==> src/rrs_pkg.sv <==
// constants for the reader status and test register bank
package rrs_pkg;
  localparam logic [7:0] RRS_ADDR_LEVEL   = 8'h0F;
  localparam logic [7:0] RRS_ADDR_TEST1   = 8'h1A;
  localparam logic [7:0] RRS_ADDR_TEST2   = 8'h1B;
  localparam logic [7:0] RRS_ADDR_FILL    = 8'h1C;
  localparam logic [7:0] RRS_TEST_RST     = 8'h00;
  localparam int         RRS_BUF_DEPTH    = 12;
  localparam logic [3:0] RRS_HIGH_MARK    = 4'h9;
  localparam logic [3:0] RRS_LOW_MARK     = 4'h3;
  localparam int         RRS_CLK_MHZ      = 100;
  localparam int         RRS_OSC_US       = 200;
  localparam int         RRS_OSC_CYC      = RRS_OSC_US * RRS_CLK_MHZ;
  // field positions
  localparam int B_KEY_IN   = 7;
  localparam int B_MOD_OUT  = 6;
  localparam int B_DIRECT   = 5;
  localparam int B_OSEL     = 4;
  localparam int B_CUT2     = 3;
  localparam int B_CUT1     = 2;
  localparam int B_AGC      = 0;
  localparam int B_DEC_TEST = 1;
  localparam int B_FASTCLK  = 0;
endpackage : rrs_pkg

==> src/rrs_regs.sv <==
// status and test register bank of the reader front end
// Function
// strength values valid reception start to transmit
// latch peak of demodulated envelope
// clear held levels at transmit start
// three-bit level code per channel
// main in bits 2..0, aux 5..3, swappable
// bit 6 oscillator stable, bit 7 zero
// test registers zero at reset/enable low
// test bit 7 routes keying pin to decoder
// test bit 6 drives subcarrier on modpin
// test bit 5 direct modulation, receiver reset
// output select picks receiver stage
// bits 3,2 cut stage gain 6 dB
// agc test shows agc level in main bits
// decoder/io test bits cleared by stop
// test2 bit 0 runs coder fast clock
// fill bit 6 set at nine bytes receiving
// fill bit 5 set at three bytes transmitting
// fill bit 4 flags buffer overflow
// fill bits 3..0 report count minus one
// fill bit 7 reads zero
// buffer irq above eight rx, below four tx
// twelve-byte buffer, overflow sticky until reset
`timescale 1ns/1ps
module rrs_regs
  import rrs_pkg::*;
#(
  parameter int OSC_CYC = RRS_OSC_CYC
) (
  input  wire logic       clk,
  input  wire logic       rst_b,
  input  wire logic       enable,
  input  wire logic       wr_en,
  input  wire logic       rd_en,
  input  wire logic [7:0] addr,
  input  wire logic [7:0] wdata,
  output logic      [7:0] rdata,
  input  wire logic       rx_active,
  input  wire logic       tx_start,
  input  wire logic       channel_swap,
  input  wire logic [2:0] first_receive_input,
  input  wire logic [2:0] second_receive_input,
  input  wire logic [2:0] agc_level,
  input  wire logic       osc_running,
  input  wire logic       stop_cond,
  input  wire logic       buf_push,
  input  wire logic       buf_pop,
  input  wire logic       tx_mode,
  input  wire logic       keying_pin,
  input  wire logic       rx_subcarrier,
  input  wire logic       tx_modulation,
  output logic            decoder_subcarrier_in,
  output logic            modulation_pin,
  output logic            receiver_reset,
  output logic            second_stage_out_sel,
  output logic            second_stage_gain_cut,
  output logic            first_stage_gain_cut,
  output logic            decoder_test_mode,
  output logic            coder_fast_clock,
  output logic            buffer_irq_flag
);
  logic [2:0]  main_level_r, aux_level_r;
  logic [7:0]  test1_r, test2_r;
  logic [3:0]  count_r;
  logic        overflow_r, osc_ok_r;
  logic [17:0] osc_cnt_r;
  logic        key_s1_r, key_s2_r, sub_s1_r, sub_s2_r, mod_s1_r, mod_s2_r;
  logic        osc_s1_r, osc_s2_r;
  logic        high_flag, low_flag;
  logic [2:0]  main_src, aux_src, main_view;
  logic [7:0]  level_word, fill_word;
  logic        rst_all;

  assign rst_all = !enable;

  // pin synchronisers
  always_ff @(posedge clk or negedge rst_b) begin
    if (!rst_b) begin
      {key_s1_r, key_s2_r, sub_s1_r, sub_s2_r} <= 4'h0;
      {mod_s1_r, mod_s2_r, osc_s1_r, osc_s2_r} <= 4'h0;
    end else begin
      key_s1_r <= keying_pin;
      key_s2_r <= key_s1_r;
      sub_s1_r <= rx_subcarrier;
      sub_s2_r <= sub_s1_r;
      mod_s1_r <= tx_modulation;
      mod_s2_r <= mod_s1_r;
      osc_s1_r <= osc_running;
      osc_s2_r <= osc_s1_r;
    end
  end

  // channel swap picks which input counts as main
  assign main_src = channel_swap ? second_receive_input : first_receive_input;
  assign aux_src  = channel_swap ? first_receive_input : second_receive_input;

  // peak hold, cleared at transmit start
  always_ff @(posedge clk or negedge rst_b) begin
    if (!rst_b) begin
      main_level_r <= 3'h0;
      aux_level_r  <= 3'h0;
    end else if (rst_all || tx_start) begin
      main_level_r <= 3'h0;
      aux_level_r  <= 3'h0;
    end else if (rx_active) begin
      if (main_src > main_level_r) main_level_r <= main_src;
      if (aux_src > aux_level_r) aux_level_r <= aux_src;
    end
  end

  // oscillator settle timer
  always_ff @(posedge clk or negedge rst_b) begin
    if (!rst_b) begin
      osc_cnt_r <= 18'h00000;
      osc_ok_r  <= 1'b0;
    end else if (!osc_s2_r || rst_all) begin
      osc_cnt_r <= 18'h00000;
      osc_ok_r  <= 1'b0;
    end else if (osc_cnt_r >= 18'(OSC_CYC - 1)) begin
      osc_ok_r <= 1'b1;
    end else begin
      osc_cnt_r <= osc_cnt_r + 18'h00001;
    end
  end

  // test registers
  always_ff @(posedge clk or negedge rst_b) begin
    if (!rst_b) begin
      test1_r <= RRS_TEST_RST;
      test2_r <= RRS_TEST_RST;
    end else if (rst_all) begin
      test1_r <= RRS_TEST_RST;
      test2_r <= RRS_TEST_RST;
    end else begin
      if (wr_en && addr == RRS_ADDR_TEST1) test1_r <= wdata;
      if (wr_en && addr == RRS_ADDR_TEST2) test2_r <= wdata;
      else if (stop_cond) test2_r[3:1] <= 3'h0;
    end
  end

  // buffer occupancy and overflow
  always_ff @(posedge clk or negedge rst_b) begin
    if (!rst_b) begin
      count_r    <= 4'h0;
      overflow_r <= 1'b0;
    end else if (rst_all) begin
      count_r    <= 4'h0;
      overflow_r <= 1'b0;
    end else begin
      if (buf_push && !buf_pop && count_r == 4'(RRS_BUF_DEPTH))
        overflow_r <= 1'b1;
      if (buf_push && !buf_pop && count_r != 4'(RRS_BUF_DEPTH))
        count_r <= count_r + 4'h1;
      else if (buf_pop && !buf_push && count_r != 4'h0)
        count_r <= count_r - 4'h1;
    end
  end

  assign high_flag = !tx_mode && count_r >= RRS_HIGH_MARK;
  assign low_flag  = tx_mode && count_r <= RRS_LOW_MARK;
  assign main_view = test1_r[B_AGC] ? agc_level : main_level_r;
  assign level_word = {1'b0, osc_ok_r, aux_level_r, main_view};
  assign fill_word = {1'b0, high_flag, low_flag, overflow_r,
                      (count_r == 4'h0) ? 4'h0 : count_r - 4'h1};

  // read data
  always_ff @(posedge clk or negedge rst_b) begin
    if (!rst_b) begin
      rdata <= 8'h00;
    end else if (rd_en) begin
      case (addr)
        RRS_ADDR_LEVEL: rdata <= level_word;
        RRS_ADDR_TEST1: rdata <= test1_r;
        RRS_ADDR_TEST2: rdata <= test2_r;
        RRS_ADDR_FILL:  rdata <= fill_word;
        default:        rdata <= 8'h00;
      endcase
    end
  end

  // test outputs
  always_ff @(posedge clk or negedge rst_b) begin
    if (!rst_b) begin
      decoder_subcarrier_in <= 1'b0;
      modulation_pin        <= 1'b0;
      receiver_reset        <= 1'b0;
      second_stage_out_sel  <= 1'b0;
      second_stage_gain_cut <= 1'b0;
      first_stage_gain_cut  <= 1'b0;
      decoder_test_mode     <= 1'b0;
      coder_fast_clock      <= 1'b0;
      buffer_irq_flag       <= 1'b0;
    end else begin
      decoder_subcarrier_in <= test1_r[B_KEY_IN] ? key_s2_r : sub_s2_r;
      modulation_pin        <= test1_r[B_MOD_OUT] ? sub_s2_r :
                               (test1_r[B_DIRECT] ? mod_s2_r : 1'b0);
      receiver_reset        <= test1_r[B_DIRECT];
      second_stage_out_sel  <= test1_r[B_OSEL];
      second_stage_gain_cut <= test1_r[B_CUT2];
      first_stage_gain_cut  <= test1_r[B_CUT1];
      decoder_test_mode     <= test2_r[B_DEC_TEST];
      coder_fast_clock      <= test2_r[B_FASTCLK];
      buffer_irq_flag       <= high_flag || low_flag;
    end
  end

  AST_TX_CLEARS: assert property (@(posedge clk) disable iff (!rst_b)
    tx_start |=> main_level_r == 3'h0 && aux_level_r == 3'h0)
    else $error("levels not cleared at transmit");
  AST_PEAK_HOLD: assert property (@(posedge clk) disable iff (!rst_b)
    !tx_start && enable |=> main_level_r >= $past(main_level_r))
    else $error("peak level dropped");
  AST_ENABLE_RST: assert property (@(posedge clk) disable iff (!rst_b)
    !enable |=> test1_r == 8'h00 && test2_r == 8'h00)
    else $error("test registers not zeroed");
  AST_STOP_CLEAR: assert property (@(posedge clk) disable iff (!rst_b)
    stop_cond && !(wr_en && addr == RRS_ADDR_TEST2) |=> test2_r[3:1] == 3'h0)
    else $error("stop did not clear test bits");
  AST_OVF_STICKY: assert property (@(posedge clk) disable iff (!rst_b)
    overflow_r && enable |=> overflow_r)
    else $error("overflow flag dropped");
  AST_OVF_SET: assert property (@(posedge clk) disable iff (!rst_b)
    enable && buf_push && !buf_pop && count_r == 4'hC |=> overflow_r)
    else $error("overflow not flagged");
  AST_IRQ_FLAG: assert property (@(posedge clk) disable iff (!rst_b)
    enable && !tx_mode && count_r == 4'h9 |=> buffer_irq_flag)
    else $error("buffer flag missing at nine");
  AST_FILL_MSB: assert property (@(posedge clk) disable iff (!rst_b)
    rd_en && addr == RRS_ADDR_FILL |=> !rdata[7])
    else $error("reserved bit not zero");
  AST_MOD_ROUTE: assert property (@(posedge clk) disable iff (!rst_b)
    test1_r[B_MOD_OUT] && $stable(test1_r) |=> modulation_pin == $past(sub_s2_r))
    else $error("subcarrier not on modpin");

  // routing, gain cut, test mode, oscillator, level and buffer checks
  AST_OSEL_HIGH: assert property (@(posedge clk) disable iff (!rst_b)
    test1_r[B_OSEL] |=> second_stage_out_sel)
    else $error("second stage not selected");
  AST_OSEL_LOW: assert property (@(posedge clk) disable iff (!rst_b)
    !test1_r[B_OSEL] |=> !second_stage_out_sel)
    else $error("first stage not selected");
  AST_CUT2_ON: assert property (@(posedge clk) disable iff (!rst_b)
    test1_r[B_CUT2] |=> second_stage_gain_cut)
    else $error("second stage cut missing");
  AST_CUT2_OFF: assert property (@(posedge clk) disable iff (!rst_b)
    !test1_r[B_CUT2] |=> !second_stage_gain_cut)
    else $error("second stage cut stuck");
  AST_CUT1_ON: assert property (@(posedge clk) disable iff (!rst_b)
    test1_r[B_CUT1] |=> first_stage_gain_cut)
    else $error("first stage cut missing");
  AST_CUT1_OFF: assert property (@(posedge clk) disable iff (!rst_b)
    !test1_r[B_CUT1] |=> !first_stage_gain_cut)
    else $error("first stage cut stuck");
  AST_KEY_ROUTE: assert property (@(posedge clk) disable iff (!rst_b)
    test1_r[B_KEY_IN] |=> decoder_subcarrier_in == $past(key_s2_r))
    else $error("keying pin not routed to decoder");
  AST_SUB_ROUTE: assert property (@(posedge clk) disable iff (!rst_b)
    !test1_r[B_KEY_IN] |=> decoder_subcarrier_in == $past(sub_s2_r))
    else $error("receiver subcarrier not routed to decoder");
  AST_DIRECT_MOD: assert property (@(posedge clk) disable iff (!rst_b)
    !test1_r[B_MOD_OUT] && test1_r[B_DIRECT] |=> modulation_pin == $past(mod_s2_r))
    else $error("direct modulation not on modpin");
  AST_MOD_IDLE: assert property (@(posedge clk) disable iff (!rst_b)
    !test1_r[B_MOD_OUT] && !test1_r[B_DIRECT] |=> !modulation_pin)
    else $error("modpin driven while unused");
  AST_RX_RESET: assert property (@(posedge clk) disable iff (!rst_b)
    test1_r[B_DIRECT] |=> receiver_reset)
    else $error("receiver reset missing");
  AST_DEC_MODE: assert property (@(posedge clk) disable iff (!rst_b)
    test2_r[B_DEC_TEST] |=> decoder_test_mode)
    else $error("decoder test mode missing");
  AST_FAST_CLK: assert property (@(posedge clk) disable iff (!rst_b)
    test2_r[B_FASTCLK] |=> coder_fast_clock)
    else $error("coder fast clock missing");
  AST_LEVEL_MSB: assert property (@(posedge clk) disable iff (!rst_b)
    rd_en && addr == RRS_ADDR_LEVEL |=> !rdata[7])
    else $error("unused level bit not zero");
  AST_OSC_LOST: assert property (@(posedge clk) disable iff (!rst_b)
    !osc_s2_r |=> !osc_ok_r)
    else $error("oscillator flag without oscillator");
  AST_OSC_WAIT: assert property (@(posedge clk) disable iff (!rst_b)
    osc_ok_r |-> osc_cnt_r == 18'(OSC_CYC - 1))
    else $error("oscillator flag before settle time");
  AST_MAIN_PEAK: assert property (@(posedge clk) disable iff (!rst_b)
    rx_active && enable && !tx_start && !channel_swap
    |=> main_level_r >= $past(first_receive_input))
    else $error("main level below first input");
  AST_AUX_PEAK: assert property (@(posedge clk) disable iff (!rst_b)
    rx_active && enable && !tx_start && !channel_swap
    |=> aux_level_r >= $past(second_receive_input))
    else $error("aux level below second input");
  AST_SWAP_MAIN: assert property (@(posedge clk) disable iff (!rst_b)
    rx_active && enable && !tx_start && channel_swap
    |=> main_level_r >= $past(second_receive_input))
    else $error("swapped main level below second input");
  AST_SWAP_AUX: assert property (@(posedge clk) disable iff (!rst_b)
    rx_active && enable && !tx_start && channel_swap
    |=> aux_level_r >= $past(first_receive_input))
    else $error("swapped aux level below first input");
  AST_IDLE_HOLD: assert property (@(posedge clk) disable iff (!rst_b)
    !rx_active && !tx_start && enable |=> $stable(main_level_r) && $stable(aux_level_r))
    else $error("held levels changed outside reception");
  AST_AGC_VIEW: assert property (@(posedge clk) disable iff (!rst_b)
    rd_en && addr == RRS_ADDR_LEVEL && test1_r[B_AGC] |=> rdata[2:0] == $past(agc_level))
    else $error("agc level not shown");
  AST_FILL_HIGH: assert property (@(posedge clk) disable iff (!rst_b)
    rd_en && addr == RRS_ADDR_FILL && !tx_mode && count_r >= 4'h9 |=> rdata[6])
    else $error("high level flag missing");
  AST_FILL_LOW: assert property (@(posedge clk) disable iff (!rst_b)
    rd_en && addr == RRS_ADDR_FILL && tx_mode && count_r <= 4'h3 |=> rdata[5])
    else $error("low level flag missing");
  AST_FILL_COUNT: assert property (@(posedge clk) disable iff (!rst_b)
    rd_en && addr == RRS_ADDR_FILL && count_r == 4'h8 |=> rdata[3:0] == 4'h7)
    else $error("byte count not reported minus one");
  AST_COUNT_MAX: assert property (@(posedge clk) disable iff (!rst_b)
    count_r <= 4'hC)
    else $error("buffer count beyond depth");
endmodule : rrs_regs

==> config.mk <==
export PLATFORM = sky130hd
export DESIGN_NAME = rrs_regs
export DESIGN_NICKNAME = d
export VERILOG_FILES = /design/src/rrs_pkg.sv /design/src/rrs_regs.sv
export SDC_FILE = /design/constraint.sdc
export NUM_CORES = 1
export LEC_CHECK = 0
export ABC_AREA = 1
export BUFFER_PORTS_ARGS = -buffer_cell sky130_fd_sc_hd__buf_2
export CAP_MARGIN = 15
export CORE_MARGIN = 4
export CORE_UTILIZATION = 47
export CTS_CLUSTER_SIZE = 30
export DETAILED_ROUTE_END_ITERATION = 10
export GPL_TIMING_DRIVEN = 0
export PLACE_DENSITY = 0.71
export SYNTH_ARGS = -nofsm -noshare
export SYNTH_HDL_FRONTEND = slang
export SYNTH_SLANG_ARGS = --single-unit
export TNS_END_PERCENT = 20
==> constraint.sdc <==
create_clock -name clk -period 3.4 [get_ports clk]
set_input_delay 0.68 -clock clk [delete_from_list [all_inputs] [get_ports clk]]
set_output_delay 0.68 -clock clk [all_outputs]
set_load 0.03 [all_outputs]
==> results.json <==
{
  "status": "completed",
  "layout_min_cycle_time_ns": 2.103,
  "routabilityCongestion": 0.8898,
  "synth_top_cell_area_share": 0.4511,
  "grtUsageTotal": 0.1937,
  "initial_core_util": 0.4818,
  "drv_slew": 0,
  "syn_to_final_growth_pct": 15.69,
  "first_pass_iters": 5,
  "clockBufferDepth": 2,
  "fin_skew_ns": 0.006608,
  "crit_fanout": 10,
  "routed_wirelength_um": 9202,
  "ys_seq_area_frac": 0.4511,
  "synthArstFlopShare": 1.000,
  "slowest_stage": "ha_1",
  "ioPinCount": 58,
  "synthTopCellsByArea": "dfrtp_1 45%, nand2_1 12%, nand3_1 9.3%, inv_1 5.6%, nor2_1 5.1%",
  "hold_class": "flop to flop",
  "cts_resized": 0,
  "port_buffers": 57,
  "die-area_mm2": 0.009909,
  "grt_max_degree": 72,
  "synthesis.area_mm2": 0.003939,
  "postRouteAntennaNets": 0,
  "row_count": 33,
  "die_h_um": 99.55,
  "p_int_mw": 1.333,
  "fin_tns_setup_ns": 0,
  "fin_crit_sh": 0.6185,
  "numCtsBuffers": 9,
  "cp.arrival_ns": 2.33,
  "power_frac_clock": 0.358,
  "grt.busiest_layer": "met2",
  "nets": 628,
  "synthFlopType": "dfrtp_1",
  "seq_power_share": 0.478,
  "synth_cell_types": 34,
  "antenna_found_initial": 0,
  "grt_pass1_wl_um": 15390,
  "use_met1": 0.2487,
  "clock.fmax_mhz": 475.5,
  "start_kind": "input pin",
  "post_cts_buffers": 0,
  "critPathKind": "input pin to flop",
  "layout_setup_ws_ns": 1.297,
  "drive_above_1_share": 0.1928,
  "cap_violations": 0,
  "p_leak_nw": 2.407,
  "root_buffer": "clkbuf_8",
  "path_clk_slew_ns": 0.07,
  "syn_inst": 508,
  "clock_sinks": 71,
  "syn_nets": 560,
  "via_per_inst": 5.057,
  "synth.ff_latch_count": 71,
  "end_kind": "flop",
  "relSlewSlack": 0.4040,
  "yosysMostFrequentCell": "nand2_1",
  "drc": 0,
  "post_drt_wl_per_cell_um": 13.41,
  "cp_cell_sequence": "buf_2 > clkbuf_1 > nor2_1 > a21oi_1 > ha_1 > nand2_1 > nand2_1 > a21oi_1 > nor2_1 > o21ai_0 > nor2_1",
  "core_area_mm2": 0.008175,
  "rsz0062_at_grt": "false",
  "clock_latency_ns": 0.34,
  "preCtsSetupSlack_ns": 0.9722,
  "synth_common_cells": "126 x nand2_1, 73 x nand3_1, 71 x dfrtp_1",
  "powerDensity_mw_per_mm2": 410.6,
  "syn_avg_cell_area_um2": 7.754,
  "ctsHoldBuffers": 0,
  "crit_path_max_incr_delay_ns": 0.30,
  "crit_family": "compound AO/OA/AOI/OAI gates",
  "switching_share": 0.2873,
  "cts_tree": "built",
  "grt_use_met3": 0.04769,
  "htreeDepth": 3,
  "use_met2": 0.3270,
  "required_ns": 3.63,
  "crit_top_cell": "nor2_1",
  "antenna_cells": 0,
  "worst_slew_pin_slew_ns": 0.8941,
  "vias": 3469,
  "p_comb_frac": 0.164,
  "synth_top_cell_by_area": "dfrtp_1",
  "drtIter0Drc": 137,
  "grt_overflow_total": 0,
  "grt_pass1_vias": 3341,
  "finalSetupViolCount": 0,
  "hold_viol": 0,
  "die_w_um": 99.55,
  "dp_hpwl_um": 7029,
  "cp.buffers_inverters": 2,
  "p_switching_uw": 537.5,
  "synth-edff-count": 0,
  "finish.utilization": 0.5574,
  "yosysWarnings": 0,
  "ir_drop_v": 0.0002697
}
==> cells in the final DEF (no fill, tap or decap), types with 2 or more instances in the layout <==
| master | instances |
|---|---|
| nand4_1 | 7 |
| clkinv_4 | 2 |
| clkbuf_1 | 3 |
| a21oi_1 | 7 |
| buf_4 | 2 |
| nand3_2 | 13 |
| nor2_1 | 53 |
| buf_2 | 60 |
| nand2_2 | 2 |
| clkinv_2 | 2 |
| nand2_1 | 126 |
| nand3_1 | 73 |
| o22ai_1 | 3 |
| xnor2_1 | 2 |
| inv_1 | 59 |
| o21ai_0 | 30 |
| clkbuf_8 | 10 |
| dfrtp_1 | 71 |
| o21ai_1 | 7 |
| xor2_1 | 9 |
| inv_2 | 4 |
| ha_1 | 11 |
| nor2_2 | 4 |
| nor2_4 | 5 |
| nor3_1 | 3 |
==> worst register-to-register path, delay by kind of cell (launching register included) <==
family                   cells  cell delay (ns)
AO/OA/AOI/OAI                1             0.10
adder cells (fa/ha/maj)      1             0.21
buffers and inverters        1             0.22
flip-flops                   1             0.43
AND/OR/NAND/NOR              4             0.58
==> metrics by stage <==
stage / power (mW) / std cells / cell area (µm²) / hold WS, ns
floorplan: 1.104 / 508 / 3939 / 0.3312
global placement: 1.195 / 670 / 4355 / 0.3348
detailed placement: 1.211 / 670 / 4358 / 0.3387
CTS: 1.891 / 686 / 4557 / 0.3553
global route: 1.963 / 686 / 4557 / 0.3580
finish: 1.871 / 686 / 4557 / 0.3532
==> final cells by class <==
class	count	area, µm²
fillers	773	3618
multi-input cells	362	1852
flip-flops and latches	71	1777
repair buffers	57	287.8
inverters	64	240.2
clock buffers	11	141.4
well taps	105	131.4
plain buffers	11	70.07
clock inverters	5	57.56
==> path summary, 6_finish.rpt <==
check,from,endpoint,slack (ns),cells after the start
max,channel_swap,aux_level_r[1]$_DFFE_PN0P_,1.30,11
min,mod_s1_r$_DFF_PN0_,mod_s2_r$_DFF_PN0_,0.35,0
max reg2reg,count_r[0]$_DFFE_PN0P_,count_r[3]$_DFFE_PN0P_,1.74,7
min reg2reg,mod_s1_r$_DFF_PN0_,mod_s2_r$_DFF_PN0_,0.35,0
max in group asynchronous,rst_b,sub_s2_r$_DFF_PN0_,2.36,1
min in group asynchronous,rst_b,aux_level_r[2]$_DFFE_PN0P_,0.46,1
==> sequential cells by signal, indices dropped and copies added, names as in the netlist, 3 cells and up <==
signal	count
osc_cnt_r	18
rdata	8
test1_r	8
test2_r	8
count_r	4
aux_level_r	3
main_level_r	3
==> power by group through the flow <==
stage | clock [mW] | sequential (mW) | combinational [mW]
after global routing | 0.722 | 0.898 | 0.343
after detailed placement | 0 | 0.910 | 0.301
after global placement | 0 | 0.909 | 0.286
after floorplan | 0 | 0.916 | 0.189
final | 0.670 | 0.894 | 0.306
after CTS | 0.692 | 0.894 | 0.305
==> cell families (layout without fill, tap and decap cells) <==
kind of cell / count (synthesis) / in the layout / synth area share
buffers and inverters: 75 / 148 / 0.07878
XOR/XNOR: 11 / 11 / 0.02446
adder cells (fa/ha/maj): 11 / 11 / 0.03494
AO/OA/AOI/OAI: 50 / 50 / 0.06671
AND/OR/NAND/NOR: 290 / 290 / 0.3440
flip-flops: 71 / 71 / 0.4511
==> layer usage <==
metal,wire length [µm],vias to the layer above
met5,0,-
met4,95,0
met3,457,9
met2,4580,84
met1,4068,1606
li1,-,1770
No activity file was read; power rests on OpenSTA's default activity.
